$ cat src/inc/cfsr_consts.vh
/*
 * constants for the configuration start-up and readout block.
 * assumes a single 40 MHz mclk; config, user and readout clocks are
 * sampled inputs, and configuration frames are written by other logic.
 */
`ifndef CFSR_CONSTS_VH
`define CFSR_CONSTS_VH
`define CFSR_LEN_W 24
`define CFSR_WAKE_W 5
`define CFSR_STG_FIRST 0
`define CFSR_STG_SECOND 1
`define CFSR_STG_FOURTH 3
`define CFSR_SEL_W 3
`define CFSR_SEL_DONE_DEF 3'h0
`define CFSR_SEL_IO_DEF 3'h1
`define CFSR_SEL_RST_DEF 3'h2
`define CFSR_DUMMY_BITS 4'h5
`define CFSR_CHECK_BITS 4'h4
`define CFSR_TAIL_HIGH 4'h7
`define CFSR_SIG_BITS 4'hB
`define CFSR_HEAD_HIGH 4'h2
`define CFSR_CRC_W 16
`define CFSR_CRC_POLY 16'h1021
`define CFSR_CRC_INIT 16'h0000
`define CFSR_FRM_BITS 8'h40
`define CFSR_FRM_CNT 4'h4
`define CFSR_FRM_AW 6
`define CFSR_FBIT_W 8
`endif

$ cat src/rtl/cfsr_top.v
/*
 * end-of-configuration start-up sequencer and serial readout port.
 * assumes configuration frames are written into the local frame store by
 * the loader through cfg_wr_*, and that the config, user and readout
 * clocks arrive as slow external levels sampled by mclk.
 */
`timescale 1ns/1ps
`include "cfsr_consts.vh"
module cfsr_top
(
	input wire mclk,
	input wire arst_n,
	// configuration side
	input wire config_clock,
	input wire user_clock,
	input wire readout_clock,
	input wire cfg_active,
	input wire cfg_chain_mode,
	input wire cfg_master,
	input wire cfg_len_load,
	input wire [`CFSR_LEN_W-1:0] cfg_len_value,
	input wire cfg_mem_full,
	input wire cfg_wr_en,
	input wire [`CFSR_FRM_AW-1:0] cfg_wr_addr,
	input wire [`CFSR_FBIT_W-1:0] cfg_wr_data,
	// options held by the bitstream
	input wire [`CFSR_SEL_W-1:0] opt_sel_done,
	input wire [`CFSR_SEL_W-1:0] opt_sel_io,
	input wire [`CFSR_SEL_W-1:0] opt_sel_rst,
	input wire opt_userclk,
	input wire opt_wait_on_pin,
	input wire opt_pullup_off,
	input wire opt_capture,
	input wire opt_abort,
	input wire opt_rdclk_user,
	// done pin, open drain
	input wire done_pin_in,
	output wire done_pin_out,
	output wire done_pin_oe,
	output wire done_pullup_en,
	output reg master_clk_run,
	output reg io_active,
	output reg global_reset,
	// readout
	input wire readout_trigger,
	input wire [`CFSR_FBIT_W-1:0] capture_values,
	output reg readout_serial_out,
	output reg readout_in_progress
);
	// ****************************************************************
	// input synchronisers: three stages, a change counts when 2 and 3 agree
	// ****************************************************************
	localparam NSYNC = 5;
	wire [NSYNC-1:0] raw_in;
	reg [NSYNC-1:0] s1_q;
	reg [NSYNC-1:0] s2_q;
	reg [NSYNC-1:0] s3_q;
	reg [NSYNC-1:0] stable_q;
	wire [NSYNC-1:0] rise;
	wire [NSYNC-1:0] fall;
	assign raw_in = {readout_trigger, done_pin_in, readout_clock, user_clock, config_clock};
	genvar gi;
	generate
		for (gi = 0; gi < NSYNC; gi = gi + 1)
		begin : g_sync
			always @(posedge mclk or negedge arst_n)
			begin
				if (!arst_n)
				begin
					s1_q[gi] <= 1'b0;
					s2_q[gi] <= 1'b0;
					s3_q[gi] <= 1'b0;
					stable_q[gi] <= 1'b0;
				end
				else
				begin
					s1_q[gi] <= raw_in[gi];
					s2_q[gi] <= s1_q[gi];
					s3_q[gi] <= s2_q[gi];
					if (s2_q[gi] == s3_q[gi])
						stable_q[gi] <= s3_q[gi];
				end
			end
			assign rise[gi] = (s2_q[gi] == s3_q[gi]) && s3_q[gi] && !stable_q[gi];
			assign fall[gi] = (s2_q[gi] == s3_q[gi]) && !s3_q[gi] && stable_q[gi];
		end
	endgenerate
	wire config_clock_rise = rise[0];
	wire uclk_rise = rise[1];
	wire done_level = stable_q[3];
	wire trig_rise = rise[4];
	wire trig_fall = fall[4];

	// ****************************************************************
	// length counter and done condition
	// ****************************************************************
	reg [`CFSR_LEN_W-1:0] len_q;
	reg [`CFSR_LEN_W-1:0] clk_cnt_q;
	reg start_q;
	// counts from the very first config clock, preamble included
	wire [`CFSR_LEN_W-1:0] cnt_next = clk_cnt_q + {{(`CFSR_LEN_W-1){1'b0}}, 1'b1};
	// chain mode has no length count, memory full alone ends loading
	wire start_cond = cfg_mem_full && (cfg_chain_mode || clk_cnt_q == len_q);
	always @(posedge mclk or negedge arst_n)
	begin
		if (!arst_n)
		begin
			len_q <= {`CFSR_LEN_W{1'b0}};
			clk_cnt_q <= {`CFSR_LEN_W{1'b0}};
			start_q <= 1'b0;
			master_clk_run <= 1'b0;
		end
		else if (!cfg_active)
		begin
			clk_cnt_q <= {`CFSR_LEN_W{1'b0}};
			start_q <= 1'b0;
			master_clk_run <= 1'b0;
		end
		else
		begin
			if (cfg_len_load && !cfg_chain_mode)
				len_q <= cfg_len_value;
			if (config_clock_rise && !start_q)
				clk_cnt_q <= cnt_next;
			// a mismatch keeps a master clocking until the counter wraps back round
			master_clk_run <= cfg_master && !start_q && !start_cond;
			if (config_clock_rise && start_cond)
				start_q <= 1'b1;
		end
	end

	// ****************************************************************
	// five stage wake register
	// ****************************************************************
	reg [`CFSR_WAKE_W-1:0] wake_q;
	reg bridge_q;
	wire step_clk = opt_userclk ? uclk_rise : config_clock_rise;
	// holding the wired done pin low freezes the fourth stage and every stage beyond it
	wire pin_ok = !opt_wait_on_pin || done_level;
	always @(posedge mclk or negedge arst_n)
	begin
		if (!arst_n)
		begin
			wake_q <= {`CFSR_WAKE_W{1'b0}};
			bridge_q <= 1'b0;
		end
		else if (!cfg_active)
		begin
			wake_q <= {`CFSR_WAKE_W{1'b0}};
			bridge_q <= 1'b0;
		end
		else
		begin
			// the edge that meets the start condition sets the first stage itself
			if (config_clock_rise && (start_q || start_cond))
				wake_q[`CFSR_STG_FIRST] <= 1'b1;
			// first stage lives on config clock; user clock picks it up one beat late
			if (opt_userclk && config_clock_rise)
				bridge_q <= wake_q[`CFSR_STG_FIRST];
			if (step_clk)
			begin
				wake_q[`CFSR_STG_SECOND] <= opt_userclk ? bridge_q : wake_q[`CFSR_STG_FIRST];
				wake_q[2] <= wake_q[`CFSR_STG_SECOND];
				if (pin_ok)
				begin
					wake_q[`CFSR_STG_FOURTH] <= wake_q[2];
					wake_q[4] <= wake_q[`CFSR_STG_FOURTH];
				end
			end
		end
	end

	// ****************************************************************
	// event mapping
	// ****************************************************************
	function stage_of;
		input [`CFSR_WAKE_W-1:0] w;
		input [`CFSR_SEL_W-1:0] s;
		begin
			stage_of = (s < `CFSR_WAKE_W) ? w[s] : w[`CFSR_WAKE_W-1];
		end
	endfunction
	wire done_rel = stage_of(wake_q, opt_sel_done);
	// done releases, io follows a clock later by default
	wire io_on = stage_of(wake_q, opt_sel_io);
	wire rst_off = stage_of(wake_q, opt_sel_rst);
	always @(posedge mclk or negedge arst_n)
	begin
		if (!arst_n)
		begin
			io_active <= 1'b0;
			global_reset <= 1'b1;
		end
		else
		begin
			io_active <= io_on;
			global_reset <= !rst_off;
		end
	end
	// open drain: only ever pulls low, rises through the pull-up
	assign done_pin_out = 1'b0;
	assign done_pin_oe = !done_rel;
	assign done_pullup_en = !opt_pullup_off;

	// ****************************************************************
	// frame store and readout
	// ****************************************************************
	reg [`CFSR_FBIT_W-1:0] mem [0:(1<<`CFSR_FRM_AW)-1];
	always @(posedge mclk)
	begin
		if (cfg_wr_en)
			mem[cfg_wr_addr] <= cfg_wr_data;
	end
	localparam RD_IDLE = 6'h01;
	localparam RD_DUMMY = 6'h02;
	localparam RD_START = 6'h04;
	localparam RD_DATA = 6'h08;
	localparam RD_SIG = 6'h10;
	localparam RD_ARM = 6'h20;
	reg [5:0] rd_st_q;
	reg [`CFSR_FBIT_W-1:0] bit_q;
	reg [3:0] frm_q;
	reg [3:0] cnt_q;
	reg [`CFSR_CRC_W-1:0] crc_q;
	reg [`CFSR_FBIT_W-1:0] cap_q;
	reg armed_q;
	wire rclk = opt_rdclk_user ? rise[2] : config_clock_rise;
	wire [`CFSR_FRM_AW-1:0] byte_addr = {frm_q[1:0], bit_q[6:3]};
	wire [`CFSR_FBIT_W-1:0] word = mem[byte_addr];
	wire last_frm = (frm_q == `CFSR_FRM_CNT - 4'h1);
	wire [`CFSR_FBIT_W-1:0] frm_end = `CFSR_FRM_BITS;
	// capture bits are the low byte of each frame and carry inverted state
	wire cap_zone = opt_capture && bit_q[6:3] == 4'h0;
	wire raw_bit = cap_zone ? ~cap_q[bit_q[2:0]] : word[bit_q[2:0]];
	wire force_hi = (frm_q == 4'h0 && bit_q < {4'h0, `CFSR_HEAD_HIGH}) ||
		(bit_q >= frm_end - {4'h0, `CFSR_CHECK_BITS}) ||
		(last_frm && bit_q >= frm_end - {4'h0, `CFSR_TAIL_HIGH});
	wire data_bit = force_hi | raw_bit;
	function [`CFSR_CRC_W-1:0] crc_step;
		input [`CFSR_CRC_W-1:0] c;
		input b;
		begin
			crc_step = {c[`CFSR_CRC_W-2:0], 1'b0} ^
				((c[`CFSR_CRC_W-1] ^ b) ? `CFSR_CRC_POLY : {`CFSR_CRC_W{1'b0}});
		end
	endfunction
	always @(posedge mclk or negedge arst_n)
	begin
		if (!arst_n)
		begin
			rd_st_q <= RD_IDLE;
			bit_q <= {`CFSR_FBIT_W{1'b0}};
			frm_q <= 4'h0;
			cnt_q <= 4'h0;
			crc_q <= `CFSR_CRC_INIT;
			cap_q <= {`CFSR_FBIT_W{1'b0}};
			armed_q <= 1'b0;
			readout_serial_out <= 1'b1;
			readout_in_progress <= 1'b0;
		end
		else if (opt_abort && trig_fall && !rd_st_q[0])
		begin
			// abort drops out at once and disarms; no frame drain needed here
			rd_st_q <= RD_IDLE;
			armed_q <= 1'b0;
			readout_in_progress <= 1'b0;
			readout_serial_out <= 1'b1;
		end
		else
		begin
			if (trig_rise && rd_st_q[0])
			begin
				armed_q <= 1'b1;
				if (opt_capture)
					cap_q <= capture_values;
			end
			if (rclk)
			begin
				case (rd_st_q)
				RD_IDLE:
					if (armed_q)
					begin
						armed_q <= 1'b0;
						readout_in_progress <= 1'b1;
						rd_st_q <= RD_DUMMY;
						cnt_q <= 4'h0;
						frm_q <= 4'h0;
						crc_q <= `CFSR_CRC_INIT;
					end
				RD_DUMMY:
				begin
					readout_serial_out <= 1'b1;
					cnt_q <= cnt_q + 4'h1;
					if (cnt_q == `CFSR_DUMMY_BITS - 4'h1)
						rd_st_q <= RD_START;
				end
				RD_START:
				begin
					readout_serial_out <= 1'b0;
					bit_q <= {`CFSR_FBIT_W{1'b0}};
					cnt_q <= 4'h0;
					rd_st_q <= (frm_q == `CFSR_FRM_CNT) ? RD_SIG : RD_DATA;
				end
				RD_DATA:
				begin
					readout_serial_out <= data_bit;
					crc_q <= crc_step(crc_q, data_bit);
					bit_q <= bit_q + 8'h01;
					if (bit_q == frm_end - 8'h01)
					begin
						frm_q <= frm_q + 4'h1;
						rd_st_q <= RD_START;
					end
				end
				RD_SIG:
				begin
					readout_serial_out <= crc_q[`CFSR_CRC_W-1-cnt_q];
					cnt_q <= cnt_q + 4'h1;
					if (cnt_q == `CFSR_SIG_BITS - 4'h1)
						rd_st_q <= RD_ARM;
				end
				RD_ARM:
				begin
					readout_in_progress <= 1'b0;
					readout_serial_out <= 1'b1;
					rd_st_q <= RD_IDLE;
				end
				default:
					rd_st_q <= RD_IDLE;
				endcase
			end
		end
	end
endmodule // cfsr_top

$ cat config.mk
export PLATFORM = sky130hd
export DESIGN_NAME = cfsr_top
export DESIGN_NICKNAME = d
export VERILOG_FILES = /design/src/rtl/cfsr_top.v
export VERILOG_INCLUDE_DIRS = /design/src /design/src/inc
export SDC_FILE = /design/constraint.sdc
export NUM_CORES = 1
export LEC_CHECK = 0
export BUFFER_PORTS_ARGS = -buffer_cell sky130_fd_sc_hd__buf_2
export CORE_MARGIN = 4
export CORE_UTILIZATION = 48
export CTS_CLUSTER_DIAMETER = 30
export DETAILED_ROUTE_END_ITERATION = 6
export PLACE_DENSITY = 0.75
export SYNTH_ARGS = -nofsm -noshare
export SYNTH_HDL_FRONTEND = slang
export SYNTH_SLANG_ARGS = --single-unit
$ cat constraint.sdc
create_clock -name mclk -period 3.5 [get_ports mclk]
set_clock_uncertainty 0.1 [all_clocks]
set_input_delay 0.35 -clock mclk [delete_from_list [all_inputs] [get_ports mclk]]
set_output_delay 0.35 -clock mclk [all_outputs]
set_load 0.05 [all_outputs]
## Yosys cells after proc, flatten, opt, wreduce, memory -nomap -nowiden

Memory sizes are Yosys's and may differ from the RTL's.
Index checks and enable logic that the tools add are counted.

- $add $sub $neg: 5
- Magnitude comparators: 11
- Equal/unequal tests: 29
- Bitwise gates (word level): 5
- Muxes and demuxes: 60
- Reductions and logical operators: 62

Operators with widths:

| cell | number |
|---|---|
| $mux W24 | 2 |
| $mux W6 | 6 |
| $lt A32 B5 Y1 const B | 1 |
| $pmux W16 S2 | 1 |
| $mux W1 | 31 |
| $pmux W6 S5 | 1 |
| $add A24 B1 Y24 const B | 1 |
| $eq A24 B24 Y1 | 1 |
| $logic_and A1 B1 Y1 | 24 |
| $ge A8 B6 Y1 const B | 2 |
| $lt A3 B4 Y1 const B | 4 |
| $mux W16 | 1 |
| $pmux W8 S2 | 1 |
| $xor A16 B13 Y16 | 1 |
| $bmux W1 S3 | 5 |
| $logic_not A1 Y1 | 13 |
| $mux W13 | 1 |
| $mux W4 | 3 |
| $ne A2 B1 Y1 const B | 6 |
| $ne A3 B3 Y1 const B | 4 |
| $pmux W4 S3 | 1 |
| $mux W5 | 2 |
| $reduce_and A5 Y1 | 2 |
| $lt A3 B3 Y1 const B | 3 |
| other kinds (33) | 55 |

- Register bits: 127
- RAM bits: 512
- Memories: 1
- Word-level logic and storage cells: 212

Memories:

| memory | words | bits a word | rd ports | clocked after Yosys merged registers in | wr ports | line | text |
|---|---|---|---|---|---|---|---|
| mem | 64 | 8 | 1 | 0 | 1 | cfsr_top.v:208 | `` reg [`CFSR_FBIT_W-1:0] mem [0:(1<<`CFSR_FRM_AW)-1]; `` |

## Depth between registers and ports, before layout

Gate-level depths: netlist (run 1).

- Depth after elaboration: 9
- Mapped depth: 14
- Depth with buffers taken out: 11

## Worst setup path before layout (run 1)

OpenSTA, ideal clock, no wires.

- Kind: flip-flop to flip-flop
- Start: register bit_q[0]
- End: register crc_q[0]
- Path buffers: 1
- Data required time: 3,268 ps
- Setup time: 132 ps
- Arrival: 2,579 ps
- Stages on the path, launching flop included: 13
- Path slack: 689 ps
- Path through: dfrtp_1 clkbuf_1 inv_1 ha_1 inv_1 o21ai_0 a211oi_1 o22a_1 a2111oi_0 nand3_1 o41ai_4 xor2_1 o21ai_1

- Longest elaborated chain between the ends: 9
- Elaborated cells between the ends (all ways): 18

RTL lines:

| element | line | text |
|---|---|---|
| start: declaration | cfsr_top.v:221 | `` reg [`CFSR_FBIT_W-1:0] bit_q; `` |
| start signal: assignment | cfsr_top.v:252 | `` bit_q <= {`CFSR_FBIT_W{1'b0}}; `` |
| start signal: assignment | cfsr_top.v:300 | `` bit_q <= {`CFSR_FBIT_W{1'b0}}; `` |
| start signal: assignment | cfsr_top.v:308 | `bit_q <= bit_q + 8'h01;` |
| $lt A8 B2 Y1 / $bmux W1 S3 (equally long branches) | cfsr_top.v:235, cfsr_top.v:234 |  |
| $logic_and A1 B1 Y1 / $mux W1 (equally long branches) | cfsr_top.v:235, cfsr_top.v:234 |  |
| $logic_or A1 B1 Y1 / $not A1 Y1 (equally long branches) | cfsr_top.v:235, cfsr_top.v:234 |  |
| $logic_or A1 B1 Y1 / $mux W1 (equally long branches) | cfsr_top.v:235, cfsr_top.v:234 |  |
| $or A1 B1 Y1 * | cfsr_top.v:238 | `wire data_bit = force_hi \| raw_bit;` |
| $xor A1 B1 Y1 * | cfsr_top.v:244 | `` ((c[`CFSR_CRC_W-1] ^ b) ? `CFSR_CRC_POLY : {`CFSR_CRC_W{1'b0}}); `` |
| $mux W13 * | cfsr_top.v:244 |  |
| $xor A16 B13 Y16 * | cfsr_top.v:243 | `` crc_step = {c[`CFSR_CRC_W-2:0], 1'b0} ^ `` |
| $pmux W16 S2 * | cfsr_top.v:279 | `case (rd_st_q)` |
| end signal: assignment | cfsr_top.v:255 | `` crc_q <= `CFSR_CRC_INIT; `` |
| end signal: assignment | cfsr_top.v:288 | `` crc_q <= `CFSR_CRC_INIT; `` |
| end signal: assignment | cfsr_top.v:307 | `crc_q <= crc_step(crc_q, data_bit);` |
| end: declaration | cfsr_top.v:224 | `` reg [`CFSR_CRC_W-1:0] crc_q; `` |

Mark *: on every way between the ends. The rest lies on a longest branch, timed or not. The select of a mux whose other input is x is not followed.
A chain may end at the register's enable or synchronous reset.

## Worst setup path in the final report (run 1)

- Start: register bit_q[5]
- End: register readout_serial_out

- Longest elaborated chain between the ends: 8
- Elaborated cells between the ends (all ways): 17

RTL lines:

| element | line | text |
|---|---|---|
| $mem_v2 Z64 W8 / $lt A8 B2 Y1 (equally long branches) | -- |  |
| $bmux W1 S3 / $logic_and A1 B1 Y1 (equally long branches) | cfsr_top.v:234, cfsr_top.v:235 |  |
| $mux W1 (not written as such) / $logic_or A1 B1 Y1 (equally long branches) | cfsr_top.v:234, cfsr_top.v:235 |  |
| $mux W1 / $logic_or A1 B1 Y1 (equally long branches) | cfsr_top.v:234, cfsr_top.v:235 |  |
| $or A1 B1 Y1 * | cfsr_top.v:238 |  |
| $pmux W1 S4 * | cfsr_top.v:279 |  |
| $mux W1 * | cfsr_top.v:277 | `if (rclk)` |
| $mux W1 * | cfsr_top.v:261 | `else if (opt_abort && trig_fall && !rd_st_q[0])` |
| end signal: assignment | cfsr_top.v:306 | `readout_serial_out <= data_bit;` |
| end signal: assignment | cfsr_top.v:317 | `` readout_serial_out <= crc_q[`CFSR_CRC_W-1-cnt_q]; `` |
| end: declaration | cfsr_top.v:47 | `output reg readout_serial_out,` |

Marks and branches as above.

==> metrics.txt, run 1 <==
filler cell count 3775; Gate Count Post-Synth 1571; Final Cycle Share 96.6%; Core Footprint 54100 sq um; post-synthesis cell type count 73; Fin. Hold Viols 0; clock buffer count from CTS 110; GR Overflow Total 0; total leakage power 11.3 nW; Worst VDD drop 0.413 mV; initial antenna violation count 0; Detailed Routing Iterations Pass 1 6; overall global routing resource usage 21.3%; DP Area 27800 sq um; Area Growth Syn to Fin 23.0%; first-pass GRT wire length between 90 and 100 mm; Seq/Total Area, Yosys a little over 70%; most frequent cells in the layout edfxtp_1 (512), dfrtp_1 (122), clkbuf_16 (113), nor2_1 (99), mux4_2 (90); vias per std cell about 5.9; crit-path cells buf_4 > or3b_2 > buf_4 > o22ai_1 > a31oi_1 > a31oi_1 > a22oi_1 > or4_1 > o211ai_2 > o41ai_4 > buf_4 > o21ai_0 > o31a_1; clock sink total between 600 and 700; HP Start opt_abort; WHS Endpoint armed_q; Post-Syn Nets around 1700; achievable clock frequency 0.296 GHz; Setup Viol. Count Final 0; Die ar. 58700 sq um; register bit count reported by yosys between 600 and 700; relative slew slack 9.59%; type of origin of the critical path flop; Finished Layout Cells 2606; CP endpoint kind flop; Worst-path clk slew 0.05 ns; CP most frequent cell buf_4; Worst path max stage delay 0.52 ns; layout cells sized above 1 26.6%; Post-synth EDFFs 512; H-tree levels 3; row count 85; slowest CP cell or3b_2; max-slew violation count 0; cell area after synthesis 26400 sq um; Die W 242 um; Hold Crit Depth 3; CP Class flop to flop; R2R Path End readout_serial_out; Hold Crit Class input pin to flop; Die Height 242 um; DR DRC count 0; Via Count ~15000; Warnings, synthesis 0; crit path time final between 3 and 4 ns; Worst R2R Path Depth 13; Skew-Pair Late Insertion Delay 0.66 ns; RR Startpoint bit_q[5]; WL final 63.4 mm; PD cells 664 nW/um^2; vias in the first global route around 16000; Maximum Capacitance Violations 0; largest net degree at the start of global routing 65; ys flop type edfxtp_1; CTS root buffer clkbuf_16; Final nets roughly 1900; I/O Buffers 80; Final Wtd Congestion 0.924; CTS tree built; commonest non-fill, non-tap cell in the layout edfxtp_1; starting density of the core 48.7%; syn avg cell area 16.8 sq um; dpl hpwl 38.4 mm; post-route ant nets 0; Slew @ Worst Pin approximately 1.4 ns; Iter 0 DRT Violations about 2100; asr flop ratio synth ~20%; status complete, no violations; reg2reg setup slack 0.12 ns; top fanout value on the critical path 9; dpl cells ~2300; I/O pin total 82; wire length per cell 24.3 um; WP data required 3.99 ns; arrival time at the worst endpoint 3.87 ns; Final Cell Area 32400 sq um; Clock Path Buffers 3
[through the flow]
stage	setup slack, ns	hold WS (ns)	total power, mW	TNS, ns	utilization (%)
global placement	0.0768	0.235	10.3	0	51.4
detailed placement	0.115	0.236	10.3	0	51.4
global route	-0.0108	0.0387	22.2	-0.0108	59.9
finish	0.120	0.0375	21.5	0	59.9
floorplan	0.689	-0.0456	9.68	0	-
CTS	0.0868	0.000352	21.6	0	59.6
[kinds of logic after synthesis]
logic type | Yosys count | synth area share [%]
adders and majority gates | 15 | 0.703
and+or+nand+nor | 356 | 6.58
DFF | 639 | 70.4
muxes | 234 | 13.8
xor gates and xnor gates | 57 | 1.89
AOI/OAI and AO/OA | 169 | 4.52
buffers and inverters | 100 | 2.06
other | 1 | 0.0142
[critical path, delay by kind of cell (launching register included)]
family	cells	cell delay [ns]
buf+inv	3	0.61
flops	1	0.50
compound gates	8	1.12
simple gates	2	0.96
[worst max path at each step]
stage                  start                 end  cells after the start
global placement    bit_q[3]            crc_q[0]                     11
floorplan           bit_q[0]            crc_q[0]                     12
detailed placement  bit_q[3]            crc_q[0]                     11
CTS                 bit_q[3]            crc_q[0]                     11
finish              bit_q[5]  readout_serial_out                     13
global route        bit_q[3]            crc_q[0]                     14
[sequential cells by signal, indices dropped and copies added (netlist names), 6 cells and up]
name / cells
bit_q: 8
cap_q: 8
clk_cnt_q: 24
crc_q: 16
len_q: 24
mem: 512
rd_st_q: 6
[repair_timing]
| action | CTS | global route |
|---|---|---|
| hold buffers | 44 | 0 |
| resized for setup | 0 | 6 |
| endpoints found under the setup margin | 0 | 4 |
| hold endpoints to repair | 95 | 0 |
| buffers inserted | 0 | 10 |
[routing by layer]
layer	global-route usage, %	vias to the layer above	wire (um)
met4	8.09	0	2390
li1	-	6675	-
met2	34.3	797	30800
met5	0	-	0
met3	5.52	182	5650
met1	28.0	7809	24500
[cell type report]
type	count	area, sq um	area share, %
inverters	20	75.1	0.232
clock inverters	75	1050	3.24
repair buffers	210	1630	5.04
clock buffers	133	2950	9.10
well taps	696	871	2.69
flip-flops and latches	639	18600	57.3
multi-input cells	832	7280	22.4
diodes	1	2.50	0.00772
[cell usage after synthesis (all sizes together) (14+ instances only)]
cell type  instances  area (sq um)
edfxtp           512         15400
buf               44           333
nor2              99           372
ha                14           175
o22ai             17           106
o221ai            15           131
xor2              16           140
o21ai             36           180
xnor2             41           359
mux2              47           529
a21oi             28           144
and2              24           150
nand3             48           240
nand4             19           119
mux2i             90           901
inv               20          75.1
mux4              97          2210
nand2             83           312
dfrtp            124          3100
nor3              17          90.1
clkbuf            36           135
[power breakdown]
part	internal [mW]	switching (mW)
Clock	7.47	3.77
Sequential	8.48	0.202
Combinational	0.649	0.963
Total	16.6	4.93
(Power assumes the default switching activity.)
==> run 2: changes to the inputs <==
--- a/config.mk
+++ b/config.mk
@@ -8,4 +8,5 @@
 export LEC_CHECK = 0
+export ABC_CLOCK_PERIOD_IN_PS = 3500
 export BUFFER_PORTS_ARGS = -buffer_cell sky130_fd_sc_hd__buf_2
-export CORE_MARGIN = 4
+export CORE_MARGIN = 2
 export CORE_UTILIZATION = 48
==> constraint.sdc (replaced) <==
create_clock -name mclk -period 3.5 [get_ports mclk]
set_clock_uncertainty 0.1 [all_clocks]
set_input_delay 0.525 -clock mclk [delete_from_list [all_inputs] [get_ports mclk]]
set_output_delay 0.525 -clock mclk [all_outputs]
set_load 0.05 [all_outputs]
==> metrics.txt, run 2 (same netlist as run 1, synthesis figures left out) <==
Worst VDD drop 0.527 mV (+28%); Fin. Hold Viols 0 (unchanged); Detailed Routing Iterations Pass 1 6 (unchanged); Hold Slack 0.0292 ns (-0.00823 ns); vias per std cell 6.00 (+1.1%); WL final 63.2 mm (-0.31%); Die Height 238 um (-1.7%); status complete, no violations; arrival time at the worst endpoint 3.83 ns (-0.04 ns); crit-path cells buf_12 > mux4_1 > o21ai_0 > a21oi_1 > a2111oi_2 > a211o_1 > a211oi_1 > o41ai_4 > buf_4 > xor2_1 > o21ai_1; most frequent cells in the layout edfxtp_1 (512), dfrtp_1 (120), clkbuf_16 (116), nor2_1 (99); dpl hpwl 38.3 mm (-0.18%); Die ar. 56800 sq um (-3.3%); commonest non-fill, non-tap cell in the layout edfxtp_1; DR DRC count 0 (unchanged); Post-Place Worst Slack 0.196 ns (+0.0803 ns); WP data required 3.91 ns (-0.08 ns); Hold Crit Class input pin to flop; Final nets 1897 (-0.21%); clock buffer count from CTS 112 (+1.8%); PD cells 663 nW/um^2 (-0.22%); I/O pin total 82 (unchanged); crit path time final 3.41 ns (+0.0330 ns); Via Count 15622 (+1.0%); row count 85 (unchanged); vias in the first global route 15945 (+0.65%); Iter 0 DRT Violations 1675 (-19%); GR Overflow Total 0 (unchanged); Multi-input gate area 7270 sq um (-0.15%); postcts setup bufs 0 (unchanged); register area 18600 sq um (about the same); top fanout value on the critical path 18 (+9); Slew @ Worst Pin 1.21 ns (-0.148 ns); Core Footprint 54000 sq um (-0.20%); Setup Viol. Count Final 0 (unchanged); largest net degree at the start of global routing 65 (unchanged); CTS root buffer clkbuf_16; max-slew violation count 0 (unchanged); Final Cycle Share 97.5% (+0.94 points); CP endpoint kind flop; Worst path max stage delay 0.57 ns (+0.05 ns); slowest CP cell mux4_1; first-pass GRT wire length 96.6 mm (+0.48%); layout cells sized above 1 27.4% (+0.76 points); Largest Register mem; post-route ant nets 0 (unchanged); H-tree levels 3 (unchanged); starting density of the core 48.8% (+0.096 points); filler cell count 3733 (-1.1%); CP Class flop to flop; Final WS setup 0.0874 ns (-0.0330 ns); Die W 238 um (-1.7%); clock sink total 639 (unchanged); CTS tree built; Final Wtd Congestion 0.923 (about the same); Regs by FF count mem x512, clk_cnt_q x24, len_q x24; setup TNS 0 ns (unchanged); Clock Path Buffers 3 (unchanged); type of origin of the critical path flop; Maximum Capacitance Violations 0 (unchanged); relative slew slack 19.4% (+9.8 points); initial antenna violation count 0 (unchanged); I/O Buffers 80 (unchanged); total leakage power 11.3 nW (-0.36%); achievable clock frequency 0.293 GHz (-0.97%); Skew-Pair Late Insertion Delay 0.65 ns (about the same); Worst-path clk slew 0.06 ns (about the same); Area Growth Syn to Fin 22.2%; overall global routing resource usage 22.5% (+1.3 points); Largest register FFs 512 (unchanged); RSZ-0062 raised after global routing false; wire length per cell 24.3 um (-0.23%)
## run 2: changes by cell type in the layout (fill, tap and decap cells not counted), sizes merged
cell and change:
clkinvlp -3, clkinv +11, dlygate4sd3 -12, bufinv -3
buf +7, inv -2
## run 2: final timing paths
kind | cells past startpoint | startpoint | end | slack (ns)
max | 11 | bit_q[3] | crc_q[0] | 0.09
min | 2 | cfg_len_value[18] | len_q[18] | 0.03
max reg2reg | 11 | bit_q[3] | crc_q[0] | 0.09
min reg2reg | 0 | s1_q[3] | s2_q[3] | 0.24
max in group asynchronous | 3 | arst_n | global_reset | 2.01
min in group asynchronous | 2 | arst_n | cap_q[2] | 0.45
## run 2: report_power, final
group / leakage, nW / internal (mW) / switching [mW]
registers: 6.23 / 8.48 / 0.204
clock network: 1.90 / 7.32 / 3.76
logic: 3.13 / 0.632 / 0.949
total: 11.3 / 16.4 / 4.91
## run 2: metrics by stage
stage	total power [mW]	instances	area (sq um)	util, %
final	21.3	2604	32200	59.6
after global routing	21.9	2603	32200	59.6
after CTS	21.4	2603	32200	59.6
after detailed placement	10.3	2359	28000	51.8
after global placement	10.3	2359	28000	51.8
after floorplan	9.68	1571	26400	-
## run 2: worst max-delay path, delay by kind of cell (launching register included)
kind | cells | cell delay (ns)
XOR/XNOR | 1 | 0.15
buffers and inverters | 2 | 0.42
flip-flops | 1 | 0.50
AO/OA/AOI/OAI | 7 | 1.52
multiplexers | 1 | 0.57
## run 2: cell type report
cell class              instances  area share [%]
flip-flops and latches        639            57.6
multi-input cells             832            22.6
clock buffers                 134            9.34
repair buffers                204            4.70
clock inverters                78            2.82
well taps                     696            2.70
inverters                      20           0.233
diodes                          1         0.00777
## run 2: timing repair
item | CTS | global route
resized for setup | 0 | 5
hold endpoints to repair | 91 | 0
setup endpoints to repair | 0 | 4
hold buffers | 32 | 0
## run 2: routing by layer
layer	wire (um)	global-route usage (%)	up-vias
met5	0	0	-
met4	2100	9.15	0
met3	5550	4.65	159
met2	31100	36.7	841
met1	24400	29.9	7940
li1	-	-	6682
